## config.mk

```make
export PLATFORM = sky130hd
export DESIGN_NAME = bcit_core
export DESIGN_NICKNAME = d
export VERILOG_FILES = /design/src/rtl/bcit_pkg.sv /design/src/rtl/bcit_core.sv
export SDC_FILE = /design/constraint.sdc
export NUM_CORES = 1
export LEC_CHECK = 0
export ABC_AREA = 0
export BUFFER_PORTS_ARGS = -buffer_cell sky130_fd_sc_hd__buf_4
export CORE_ASPECT_RATIO = 1.4
export CORE_MARGIN = 2
export CORE_UTILIZATION = 59
export DETAILED_ROUTE_END_ITERATION = 12
export PLACE_DENSITY = 0.91
export SLEW_MARGIN = 10
export SYNTH_ARGS = -nofsm -noshare
export SYNTH_HDL_FRONTEND = slang
export SYNTH_SLANG_ARGS = --single-unit
```

## constraint.sdc

```tcl
create_clock -name sys_clk -period 5.8 [get_ports sys_clk]
set_input_delay 0.29 -clock sys_clk [delete_from_list [all_inputs] [get_ports sys_clk]]
set_output_delay 0.29 -clock sys_clk [all_outputs]
set_load 0.05 [all_outputs]
```

## src/rtl/bcit_pkg.sv

```systemverilog
/*
 * bcit_pkg: shared constants and the opcode timing table of the
 * byte cpu instruction timing block.
 * assumes: the classic 8-bit opcode map; single system clock timing.
 */
package bcit_pkg;

    // ******************************************************************
    // widths and bounds
    // ******************************************************************
    localparam int unsigned OP_W      = 8;
    localparam int unsigned PC_W      = 16;
    localparam int unsigned CNT_W     = 4;
    localparam int unsigned LEN_W     = 2;
    localparam logic [CNT_W-1:0] MAX_CLOCKS = 4'h8;
    localparam logic [CNT_W-1:0] CNT_ONE    = 4'h1;
    localparam logic [CNT_W-1:0] CNT_ZERO   = 4'h0;

    // ******************************************************************
    // opcodes of the external-data write forms
    // ******************************************************************
    localparam logic [OP_W-1:0] OP_XWR_DPTR = 8'hF0;
    localparam logic [OP_W-1:0] OP_XWR_R0   = 8'hF2;
    localparam logic [OP_W-1:0] OP_XWR_R1   = 8'hF3;

    // decoded timing of one opcode
    typedef struct packed {
        logic             cond;  // conditional branch
        logic [LEN_W-1:0] len;   // program bytes
        logic [CNT_W-1:0] clk;   // clocks when taken
    } bcit_dec_t;

    // ******************************************************************
    // timing table: bytes and clocks for every opcode
    // ******************************************************************
    function automatic bcit_dec_t bcit_decode(input logic [OP_W-1:0] op);
        bcit_dec_t d;
        d = '{cond: 1'b0, len: 2'h1, clk: 4'h1};
        if (op[3]) begin
            // working register forms
            unique case (op[7:4])
                4'h7, 4'h8, 4'hA: d = '{1'b0, 2'h2, 4'h2};
                4'hB:             d = '{1'b1, 2'h3, 4'h4};
                4'hD:             d = '{1'b1, 2'h2, 4'h3};
                default:          d = '{1'b0, 2'h1, 4'h1};
            endcase
        end else begin
            unique case (op[2:0])
                3'h6, 3'h7: begin
                    // indirect pointer register forms: one byte, two clocks, except rows 7, 8, A (two bytes) and B (three bytes, five clocks)
                    unique case (op[7:4])
                        4'h7, 4'h8, 4'hA: d = '{1'b0, 2'h2, 4'h2};
                        4'hB:             d = '{1'b1, 2'h3, 4'h5};
                        default:          d = '{1'b0, 2'h1, 4'h2};
                    endcase
                end
                3'h5: begin
                    unique case (op[7:4])
                        4'h7, 4'h8: d = '{1'b0, 2'h3, 4'h3};
                        4'hA:       d = '{1'b0, 2'h1, 4'h1};
                        4'hB, 4'hD: d = '{1'b1, 2'h3, 4'h4};
                        default:    d = '{1'b0, 2'h2, 4'h2};
                    endcase
                end
                3'h4: begin
                    unique case (op[7:4])
                        4'h8:                    d = '{1'b0, 2'h1, 4'h8};
                        4'hA:                    d = '{1'b0, 2'h1, 4'h4};
                        4'hB:                    d = '{1'b1, 2'h3, 4'h4};
                        4'h0, 4'h1, 4'hC, 4'hD,
                        4'hE, 4'hF:              d = '{1'b0, 2'h1, 4'h1};
                        default:                 d = '{1'b0, 2'h2, 4'h2};
                    endcase
                end
                3'h3: begin
                    unique case (op[7:4])
                        4'h4, 4'h5, 4'h6:        d = '{1'b0, 2'h3, 4'h3};
                        4'h7, 4'h8, 4'h9,
                        4'hE, 4'hF:              d = '{1'b0, 2'h1, 4'h3};
                        default:                 d = '{1'b0, 2'h1, 4'h1};
                    endcase
                end
                3'h2: begin
                    unique case (op[7:4])
                        4'h0, 4'h1:              d = '{1'b0, 2'h3, 4'h4};
                        4'h2, 4'h3:              d = '{1'b0, 2'h1, 4'h5};
                        4'hE, 4'hF:              d = '{1'b0, 2'h1, 4'h3};
                        default:                 d = '{1'b0, 2'h2, 4'h2};
                    endcase
                end
                3'h1: d = '{1'b0, 2'h2, 4'h3};  // absolute jump and call
                default: begin
                    unique case (op[7:4])
                        4'h0:                    d = '{1'b0, 2'h1, 4'h1};
                        4'h1, 4'h2, 4'h3:        d = '{1'b1, 2'h3, 4'h4};
                        4'h4, 4'h5, 4'h6, 4'h7:  d = '{1'b1, 2'h2, 4'h3};
                        4'h8:                    d = '{1'b0, 2'h2, 4'h3};
                        4'h9:                    d = '{1'b0, 2'h3, 4'h3};
                        4'hE, 4'hF:              d = '{1'b0, 2'h1, 4'h3};
                        default:                 d = '{1'b0, 2'h2, 4'h2};
                    endcase
                end
            endcase
        end
        return d;
    endfunction : bcit_decode

endpackage : bcit_pkg

```

## src/rtl/bcit_core.sv

```systemverilog
/*
 * bcit_core: instruction issue and clock-count sequencer of the core.
 * assumes: the fetch stage presents one opcode byte per clock with its
 * branch condition already resolved; program flash and data RAM on chip.
 */
`timescale 1ns/10ps

// What this block does
// - opcodes decode exactly as in the classic 8-bit instruction set
// - timing counts only single system clocks, no machine cycles
// - most instructions take as many clocks as they have bytes
// - a conditional branch not taken ends one clock early
// - external-data writes go to on-chip program flash while the store write enable is set, else to on-chip xram
// - no off-chip memory bus exists; every access stays on chip
// - accumulator ops with a working register: one byte, one clock
// - accumulator ops with a direct byte: two bytes, two clocks
// - accumulator ops with an indirect pointer register: one byte, two clocks
// - accumulator ops with an immediate: two bytes, two clocks
// - logic immediate into a direct byte: three bytes, three clocks
// - direct to direct move: three bytes, three clocks
// - accumulator-only ops: one byte, one clock
// - indirect RAM to direct byte move: two bytes, two clocks
// - direct byte to working register move: two bytes, two clocks
// - no instruction takes more than eight clocks
// - relative target is next instruction address plus signed 8-bit offset
// - flash writes happen only while the store write enable is set
module bcit_core (
    // clock and reset
    input  wire logic                        sys_clk,
    input  wire logic                        arst_n,
    // opcode stream from fetch
    input  wire logic [bcit_pkg::OP_W-1:0]   op_byte,
    input  wire logic                        op_valid,
    input  wire logic                        branch_cond_met,
    input  wire logic [bcit_pkg::PC_W-1:0]   next_pc,
    input  wire logic [bcit_pkg::OP_W-1:0]   rel_offset,
    // program store control bit
    input  wire logic                        prog_store_wr_en,
    // sequencer status
    output logic                             op_ready_reg,
    output logic                             instr_done_reg,
    output logic [bcit_pkg::LEN_W-1:0]       instr_len_reg,
    output logic [bcit_pkg::CNT_W-1:0]       instr_clocks_reg,
    output logic [bcit_pkg::PC_W-1:0]        branch_target_reg,
    // on-chip write strobes
    output logic                             flash_wr_reg,
    output logic                             xram_wr_reg
);

    // ******************************************************************
    // decode and issue
    // ******************************************************************
    bcit_pkg::bcit_dec_t              dec;
    logic                             issue;
    logic                             is_xwr;
    logic [bcit_pkg::CNT_W-1:0]       count_reg, count_next;
    logic [bcit_pkg::CNT_W-1:0]       clocks_next;
    logic [bcit_pkg::LEN_W-1:0]       len_next;
    logic [bcit_pkg::PC_W-1:0]        target_next;
    logic                             xwr_reg, xwr_next;
    logic                             done_next, ready_next, flash_next, xram_next;

    // a new opcode is taken on the last clock of the previous one
    always_comb begin
        dec    = bcit_pkg::bcit_decode(op_byte);
        issue  = op_valid && (count_reg <= bcit_pkg::CNT_ONE);
        is_xwr = (op_byte == bcit_pkg::OP_XWR_DPTR) || (op_byte == bcit_pkg::OP_XWR_R0)
                 || (op_byte == bcit_pkg::OP_XWR_R1);
    end

    // ******************************************************************
    // clock counter
    // ******************************************************************
    // counting plain system clocks keeps the branch penalty a single subtraction
    always_comb begin
        count_next  = count_reg;
        clocks_next = instr_clocks_reg;
        len_next    = instr_len_reg;
        target_next = branch_target_reg;
        xwr_next    = xwr_reg;
        if (issue) begin
            clocks_next = (dec.cond && !branch_cond_met) ? dec.clk - bcit_pkg::CNT_ONE : dec.clk;
            count_next  = clocks_next;
            len_next    = dec.len;
            xwr_next    = is_xwr;
            target_next = next_pc + {{(bcit_pkg::PC_W-bcit_pkg::OP_W){rel_offset[7]}}, rel_offset};
        end else if (count_reg != bcit_pkg::CNT_ZERO) begin
            count_next  = count_reg - bcit_pkg::CNT_ONE;
        end
        done_next  = (count_reg == bcit_pkg::CNT_ONE);
        ready_next = (count_next <= bcit_pkg::CNT_ONE);
        // write lands in flash only with the enable set, else in on-chip xram
        flash_next = done_next && xwr_reg && prog_store_wr_en;
        xram_next  = done_next && xwr_reg && !prog_store_wr_en;
    end

    // registers of the sequencer
    always_ff @(posedge sys_clk or negedge arst_n) begin
        if (!arst_n) begin
            count_reg         <= '0;
            instr_clocks_reg  <= '0;
            instr_len_reg     <= '0;
            branch_target_reg <= '0;
            xwr_reg           <= 1'b0;
            instr_done_reg    <= 1'b0;
            op_ready_reg      <= 1'b1;
            flash_wr_reg      <= 1'b0;
            xram_wr_reg       <= 1'b0;
        end else begin
            count_reg         <= count_next;
            instr_clocks_reg  <= clocks_next;
            instr_len_reg     <= len_next;
            branch_target_reg <= target_next;
            xwr_reg           <= xwr_next;
            instr_done_reg    <= done_next;
            op_ready_reg      <= ready_next;
            flash_wr_reg      <= flash_next;
            xram_wr_reg       <= xram_next;
        end
    end

    // ******************************************************************
    // checks
    // ******************************************************************
    clock_bound_a: assert property (@(posedge sys_clk) disable iff (!arst_n)
        count_reg <= bcit_pkg::MAX_CLOCKS) else $error("clock count above eight");
    reg_alu_a: assert property (@(posedge sys_clk) disable iff (!arst_n)
        issue && op_byte[7:3] == 5'b00101 |=> instr_len_reg == 2'h1 && count_reg == 4'h1)
        else $error("register add timing wrong");
    direct_alu_a: assert property (@(posedge sys_clk) disable iff (!arst_n)
        issue && op_byte == 8'h25 |=> instr_len_reg == 2'h2 ##1 count_reg == 4'h1)
        else $error("direct add timing wrong");
    indirect_op_a: assert property (@(posedge sys_clk) disable iff (!arst_n)
        issue && op_byte == 8'h06 |=> instr_len_reg == 2'h1 && count_reg == 4'h2)
        else $error("indirect increment timing wrong");
    imm_alu_a: assert property (@(posedge sys_clk) disable iff (!arst_n)
        issue && op_byte == 8'h24 |=> instr_len_reg == 2'h2 && count_reg == 4'h2)
        else $error("immediate add timing wrong");
    rmw_imm_a: assert property (@(posedge sys_clk) disable iff (!arst_n)
        issue && op_byte == 8'h53 |=> instr_len_reg == 2'h3 && count_reg == 4'h3)
        else $error("logic immediate to direct timing wrong");
    move_dd_a: assert property (@(posedge sys_clk) disable iff (!arst_n)
        issue && op_byte == 8'h85 |=> instr_len_reg == 2'h3 && count_reg == 4'h3)
        else $error("direct move timing wrong");
    acc_only_a: assert property (@(posedge sys_clk) disable iff (!arst_n)
        issue && op_byte == 8'hC4 |=> count_reg == 4'h1 ##1 instr_done_reg)
        else $error("swap not single clock");
    move_ind_a: assert property (@(posedge sys_clk) disable iff (!arst_n)
        issue && op_byte == 8'h86 |=> instr_len_reg == 2'h2 && count_reg == 4'h2)
        else $error("indirect to direct timing wrong");
    move_dreg_a: assert property (@(posedge sys_clk) disable iff (!arst_n)
        issue && op_byte == 8'hA8 |=> instr_len_reg == 2'h2 && count_reg == 4'h2)
        else $error("direct to register timing wrong");
    branch_skip_a: assert property (@(posedge sys_clk) disable iff (!arst_n)
        issue && op_byte == 8'h40 |=> count_reg == ($past(branch_cond_met) ? 4'h3 : 4'h2))
        else $error("branch not-taken penalty wrong");
    divide_done_a: assert property (@(posedge sys_clk) disable iff (!arst_n)
        // first cycle skipped: a back-to-back issue still shows the previous done pulse there
        issue && op_byte == 8'h84 |=> ##1 !instr_done_reg [*7] ##1 instr_done_reg)
        else $error("divide not done after eight clocks");
    rel_target_a: assert property (@(posedge sys_clk) disable iff (!arst_n)
        issue |=> branch_target_reg == $past(next_pc) + {{8{$past(rel_offset[7])}}, $past(rel_offset)})
        else $error("relative target wrong");
    flash_gate_a: assert property (@(posedge sys_clk) disable iff (!arst_n)
        flash_wr_reg |-> $past(prog_store_wr_en) && !xram_wr_reg)
        else $error("flash written without enable");
    one_dptr_a: assert property (@(posedge sys_clk) disable iff (!arst_n)
        issue && (op_byte == 8'hA3 || op_byte == 8'hD4) |=> count_reg == 4'h1 && instr_len_reg == 2'h1)
        else $error("pointer increment or decimal adjust not single clock");

endmodule : bcit_core

```

==> flow_summary.toml, run 1 <==
[logic_synthesis]
synth_nets = 387
syn_area_per_cell_um2 = 8.52
synth.distinct_cells = 68
synthArstFlopShare_pct = 100
ys_ff_latch = 31
ys_warn_count = 0
synth_area_um2 = 2780
synth_edf_count = 0
synth_cells = 326
ys_seq_area_share_pct = 28.0
synth_ff_type = "dfrtp_1"

[clock_network]
cts_setup_buffers = 0
clk_pin_slew_worst_paths_ns = 0.07
tritoncts = "done"
clock_path_buffers = 2
htreeDepth = 2
cts.sinks = 31
clockRootBuffer = "clkbuf_8"
cts_buffers = 5
clock_latency_ns = 0.28

[critical_path]
end_kind = "flop"
startpoint_type = "primary input"
crit_family = "buffers and inverters"
critPathBufInv = 3
slowest_stage = "a221oi_2"
critical_path_arrival_ns = 2.57
path_class = "primary input to flop"
worst_ep_required_time_ns = 6.01
path_cells = "buf_4 > inv_1 > ha_1 > mux2i_1 > nor3_1 > nor4_1 > a221oi_2 > inv_1 > ha_1 > mux2i_1 > mux2_2 > nor3_2"
worstPathMaxFanout = 23
cp_slowest_stage_delay_ns = 0.41

[pwr]
cellPowerDensity_nw_per_um2 = 391
p_leak_uw = 0.00157
ir_drop_mv = 0.179

[sta]
fin_crit_ns = 2.36
hold_slack_ns = 0.157
fin_skew_ns = 0.00472
fin_crit_sh_pct = 40.6
finalSetupViolCount = 0
rsz0062_at_grt = "no"
fmax_mhz = 424
finalHoldViolations = 0
tightestPinTransition_ns = 0.421
slew_violations = 0
slew_headroom_pct = 71.8
setup-tns-final_ns = 0

[run_status]
outcome = "finished clean"

[routing]
routed_wl_mm = 7.07
wl_per_cell_um = 16.0
num_vias = 2690
dr.pass1.iters = 5
post-route-drc-count = 0
ant_nets = 0
drtIter0Drc = 182
avgViaCountPerCell = 6.10

[grt]
grt_pass1_wl_mm = 11.3
grt_usage_pct = 28.1
antenna_found_initial = 0
grt_max_degree = 44
grt_pass1_vias = 2495
globalRoute.totalOverflow = 0

[final_layout]
layout_commonest_cell = "buf_4"
largest_reg_flops = 16
multi_input_area_um2 = 1840
syn2layout_area_growth_pct = 19.6
drive_gt1_share_pct = 23.5
nNetsFinal = 439
n_fill_cell = 350
layout_common_cells = "buf_4, nand2_1, dfrtp_1, o21ai_0, ha_1"
insertedDiodeCount = 0
seqCellArea_um2 = 777

[floorplanning]
die_w_um = 62.0
die_height_um = 85.2
core_area_um2 = 4540
io_pins = 63
rows = 29
start_util_pct = 61.2
die_area_um2 = 5280

[placed_design]
dp_hpwl_mm = 5.34
gp_congestion = 0.921
portBuffers = 62

[hold_path]
min_path_type = "primary input to flop"

[flow_run]
timing.max_cap.violations = 0
## logic make-up after synthesis
group / synth area share, %
AOI/OAI and AO/OA: 28.3
xor gates and xnor gates: 5.05
adders and majority gates: 11.4
buffers and inverters: 5.68
DFF: 28.0
muxes: 2.30
and+or+nand+nor: 19.2
## metal layers
layer / vias up / GRT usage [%] / wire [um]
met4: 0 / 10.8 / 166
met2: 106 / 48.6 / 3790
met3: 18 / 3.66 / 372
met1: 1266 / 33.7 / 2740
li1: 1300 / - / -
met5: - / 0 / 0
## cell type report
| cell class | instances | area share (%) |
|---|---|---|
| clock inverters | 2 | 0.377 |
| flip-flops and latches | 31 | 23.4 |
| well taps | 62 | 2.34 |
| multi-input cells | 261 | 55.5 |
| inverters | 15 | 1.70 |
| clock buffers | 6 | 2.19 |
| repair buffers | 64 | 14.5 |
## path summary, 6_finish.rpt
path                                       from              endpoint  slack [ns]  cells past startpoint
min reg2reg                branch_target_reg[0]  branch_target_reg[0]        0.48                      2
min in group asynchronous                arst_n          count_reg[0]        0.47                      2
max                                  op_byte[6]          op_ready_reg        3.44                     12
max reg2reg                        count_reg[0]          op_ready_reg        3.78                      6
max in group asynchronous                arst_n          op_ready_reg        5.01                      2
min                            prog_store_wr_en           xram_wr_reg        0.16                      2
## repair_timing
| action | in CTS | in global routing |
|---|---|---|
| hold buffers | 1 | 0 |
| resized for setup | 0 | 0 |
| hold endpoints to repair | 30 | 0 |
## Yosys cell counts (2+ instances only)
cell type | number | area (um^2)
nor2b_1 | 4 | 25.0
o21bai_1 | 4 | 30.0
nor2_1 | 19 | 71.3
buf_4 | 3 | 22.5
o31ai_1 | 2 | 15.0
and3_1 | 5 | 31.3
a31oi_1 | 5 | 31.3
nand3_1 | 5 | 25.0
o22ai_1 | 3 | 18.8
xnor2_1 | 5 | 43.8
a32o_1 | 2 | 20.0
o21ai_1 | 6 | 30.0
o211ai_1 | 5 | 37.5
or3_1 | 3 | 18.8
a21oi_1 | 19 | 95.1
clkbuf_1 | 5 | 18.8
a21o_1 | 5 | 37.5
nor3_1 | 6 | 30.0
a211oi_1 | 6 | 45.0
o21ai_0 | 28 | 140
xor2_1 | 11 | 96.3
o41ai_1 | 3 | 26.3
nand2b_1 | 5 | 31.3
o21a_1 | 5 | 37.5
ha_1 | 23 | 288
mux2_2 | 3 | 33.8
o31ai_2 | 2 | 25.0
and3b_1 | 2 | 17.5
nand2_1 | 38 | 143
mux2i_1 | 3 | 30.0
buf_2 | 9 | 45.0
dfrtp_1 | 30 | 751
nand3b_1 | 4 | 30.0
inv_1 | 14 | 52.6
## metrics by stage
stage                     util [%]  setup WS, ns  power [uW]  cells  instance area [um^2]
after global routing          73.2          3.27        1380    441                  3320
after global placement        71.1          3.25        1100    432                  3230
after CTS                     73.2          3.47        1300    441                  3320
final                         73.2          3.44        1300    441                  3320
after detailed placement      71.1          3.19        1130    432                  3230
after floorplan                  -          3.48         908    326                  2780
## power by group
part	internal, uW	total (uW)	leakage [uW]	switching (uW)
Combinational	255	771	0.00114	515
Sequential	310	361	0.000387	51.4
Clock	83.7	165	0.0000412	81.3
Total	649	1300	0.00157	648
Note: power is estimated with default switching activity, not from simulation.
==> run 2: changes to the inputs <==
--- a/config.mk
+++ b/config.mk
@@ -5,13 +5,13 @@
 export SDC_FILE = /design/constraint.sdc
 export NUM_CORES = 1
 export LEC_CHECK = 0
-export ABC_AREA = 0
+export ABC_AREA = 1
 export BUFFER_PORTS_ARGS = -buffer_cell sky130_fd_sc_hd__buf_4
 export CORE_ASPECT_RATIO = 1.4
 export CORE_MARGIN = 2
-export CORE_UTILIZATION = 59
+export CORE_UTILIZATION = 49
 export DETAILED_ROUTE_END_ITERATION = 12
-export PLACE_DENSITY = 0.91
+export PLACE_DENSITY = 0.82
 export SLEW_MARGIN = 10
 export SYNTH_ARGS = -nofsm -noshare
 export SYNTH_HDL_FRONTEND = slang
==> constraint.sdc (replaced) <==
create_clock -name sys_clk -period 2.05 [get_ports sys_clk]
set_input_delay 0.1025 -clock sys_clk [delete_from_list [all_inputs] [get_ports sys_clk]]
set_output_delay 0.1025 -clock sys_clk [all_outputs]
set_load 0.05 [all_outputs]
==> run 2 against run 1 <==
  * Synthesized cell count increased by 14%
  * Critical endpoint is now branch_target_reg[14]
  * Utilization decreased by 9.8 points
  * Largest power group unchanged
  * Highest routed layer unchanged
  * Largest cell class unchanged
  * Cell count increased by 15%
  * Sequential share of layout area increased by 0.52 points
==> flow_summary.toml, run 2 <==
[final_layout]
layout_common_cells = "nand2_1, buf_4, inv_1, nor2_1, dfrtp_1"
layout_commonest_cell = "nand2_1"
drive_gt1_share_pct = 19.7
finish.utilization_pct = 63.4
insertedDiodeCount = 0
post_layout_nonfiller_instances = 507
syn2layout_area_growth_pct = 26.2
nNetsFinal = 501
largest_reg_flops = 16

[placed_design]
preCtsSetupSlack_ns = 0.0443
gp_congestion = 0.958
dp.cells = 497
dp_hpwl_mm = 5.43
portBuffers = 62

[run_status]
outcome = "finished clean"

[critical_path]
path_cells = "inv_1 > ha_1 > nor2_1 > nor3_1 > inv_1 > buf_4 > o31ai_1"
crit_family = "buffers and inverters"
critical_path_arrival_ns = 1.94
critPathBufInv = 3
worstPathMaxFanout = 14
worst_path_most_repeated_cell = "inv_1"
path_class = "flop to flop"
end_kind = "flop"
startpoint_type = "flop"
cp_slowest_stage_delay_ns = 0.42
worst_ep_required_time_ns = 2.23
slowest_stage = "dfrtp_1"

[clock_network]
cts_buffers = 5
clockRootBuffer = "clkbuf_8"
clk_pin_slew_worst_paths_ns = 0.06
clock_latency_ns = 0.28
cts.sinks = 31
clock_path_buffers = 2
htreeDepth = 2
tritoncts = "done"

[routing]
avgViaCountPerCell = 5.29
dr.pass1.iters = 5
num_vias = 2680
drtIter0Drc = 109
post-route-drc-count = 0
routed_wl_mm = 6.58
ant_nets = 0
wl_per_cell_um = 13.0

[logic_synthesis]
synth.distinct_cells = 35
ys_warn_count = 0
yosys.area.top_type = "dfrtp_1"
syn_area_per_cell_um2 = 6.94
synth_edf_count = 0
ys_seq_area_share_pct = 30.2
synth_cells = 371
synth_ff_type = "dfrtp_1"
synth_commonest_cells = "nand2_1, inv_1, dfrtp_1, nor2_1, nand3_1"
synth_area_um2 = 2570
synth_area_leaders = "dfrtp_1, nand2_1, ha_1"
synthArstFlopShare_pct = 100
synth_nets = 432
synth_most_common_cell = "nand2_1"
yosys.area.top_type_share_pct = 29.2
ys_ff_latch = 31

[sta]
fmax_mhz = 568
slew_violations = 0
slew_headroom_pct = 75.0
setup-tns-final_ns = 0
setup_slack_ns = 0.289
finalSetupViolCount = 0
fin_crit_ns = 1.76
rsz0062_at_grt = "no"
tightestPinTransition_ns = 0.376
finalHoldViolations = 0
fin_skew_ns = 0.00536
fin_crit_sh_pct = 85.9

[pwr]
cellPowerDensity_nw_per_um2 = 1150
switchingPower_uw = 1840
ir_drop_mv = 0.517
clkPwrFrac_pct = 13.8
switching_share_pct = 49.3
power_frac_seq_pct = 27.9
power_frac_comb_pct = 58.3
power.internal_uw = 1900
p_leak_uw = 0.00184

[flow_run]
timing.max_cap.violations = 0

[floorplanning]
core_area_um2 = 5120
die_w_um = 65.3
rows = 31
die_height_um = 89.8
io_pins = 63
die_area_um2 = 5860
start_util_pct = 50.3

[grt]
grt_pass1_wl_mm = 11.2
grt_pass1_vias = 2589
globalRoute.totalOverflow = 0
grt_max_degree = 32
grt_usage_pct = 24.0
antenna_found_initial = 0

[hold_path]
min_path_type = "primary input to flop"
## run 2: worst paths after layout
| kind | from | endpoint | slack [ns] | cells past startpoint |
|---|---|---|---|---|
| setup / recovery | count_reg[0] | branch_target_reg[14] | 0.29 | 7 |
| hold / removal | rel_offset[0] | branch_target_reg[0] | 0.16 | 4 |
| setup reg to reg | count_reg[0] | branch_target_reg[14] | 0.29 | 7 |
| hold reg to reg | branch_target_reg[6] | branch_target_reg[6] | 0.48 | 2 |
| max in group asynchronous | arst_n | op_ready_reg | 1.46 | 2 |
| min in group asynchronous | arst_n | count_reg[2] | 0.28 | 2 |
## run 2: per-layer routing
metal	routed length [um]	up-vias	GRT usage (%)	part of all wire, %
met2	3570	77	43.6	54
met5	0	-	0	0
met1	2450	1223	25.3	37
met4	313	0	13.4	4.8
li1	-	1354	-	-
met3	249	26	3.63	3.8
## run 2: worst reg2reg max path, delay by kind of cell, from the launching register on
family	cells	cell delay (ns)
AOI/OAI and AO/OA	1	0.26
adders and majority gates	1	0.19
buffers and inverters	3	0.52
DFF	1	0.42
and+or+nand+nor	2	0.26
## run 2: cell type report
cell class | count | area [um^2]
Clock buffer | 8 | 100
Tap cell | 66 | 82.6
Sequential cell | 31 | 777
Inverter | 44 | 165
Timing Repair Buffer | 68 | 515
Multi-Input combinational cell | 290 | 1610
Fill cell | 484 | 1870
## run 2: power groups by stage
stage,Sequential (uW),Combinational (uW),Clock [uW]
CTS,1040,2200,528
detailed placement,1050,2180,0
global placement,1050,2150,0
floorplan,1760,802,0
global route,1070,2380,561
finish,1040,2180,515
## run 2: metrics by stage
step                      hold slack [ns]  area, um^2  total power [uW]
final                               0.157        3250              3740
after global routing                0.174        3250              4020
after CTS                           0.154        3250              3770
after detailed placement           0.0535        3130              3230
after global placement             0.0512        3130              3190
after floorplan                    -0.193        2570              2570
## run 2: kinds of logic (layout without fill, tap and decap cells)
kind of cell | Yosys count | in the layout | synth area share, %
compound gates | 60 | 60 | 13.7
xor+xnor | 13 | 13 | 4.42
fa+ha+maj | 24 | 24 | 12.0
buf+inv | 50 | 120 | 7.34
flops | 31 | 31 | 30.2
simple gates | 193 | 193 | 32.4
## run 2: what timing repair did
action                                 4_1_cts  5_1_grt
endpoints found under the hold margin       31        0
resized for setup                            0        0
buffers inserted                             0        0
hold buffers                                 2        0
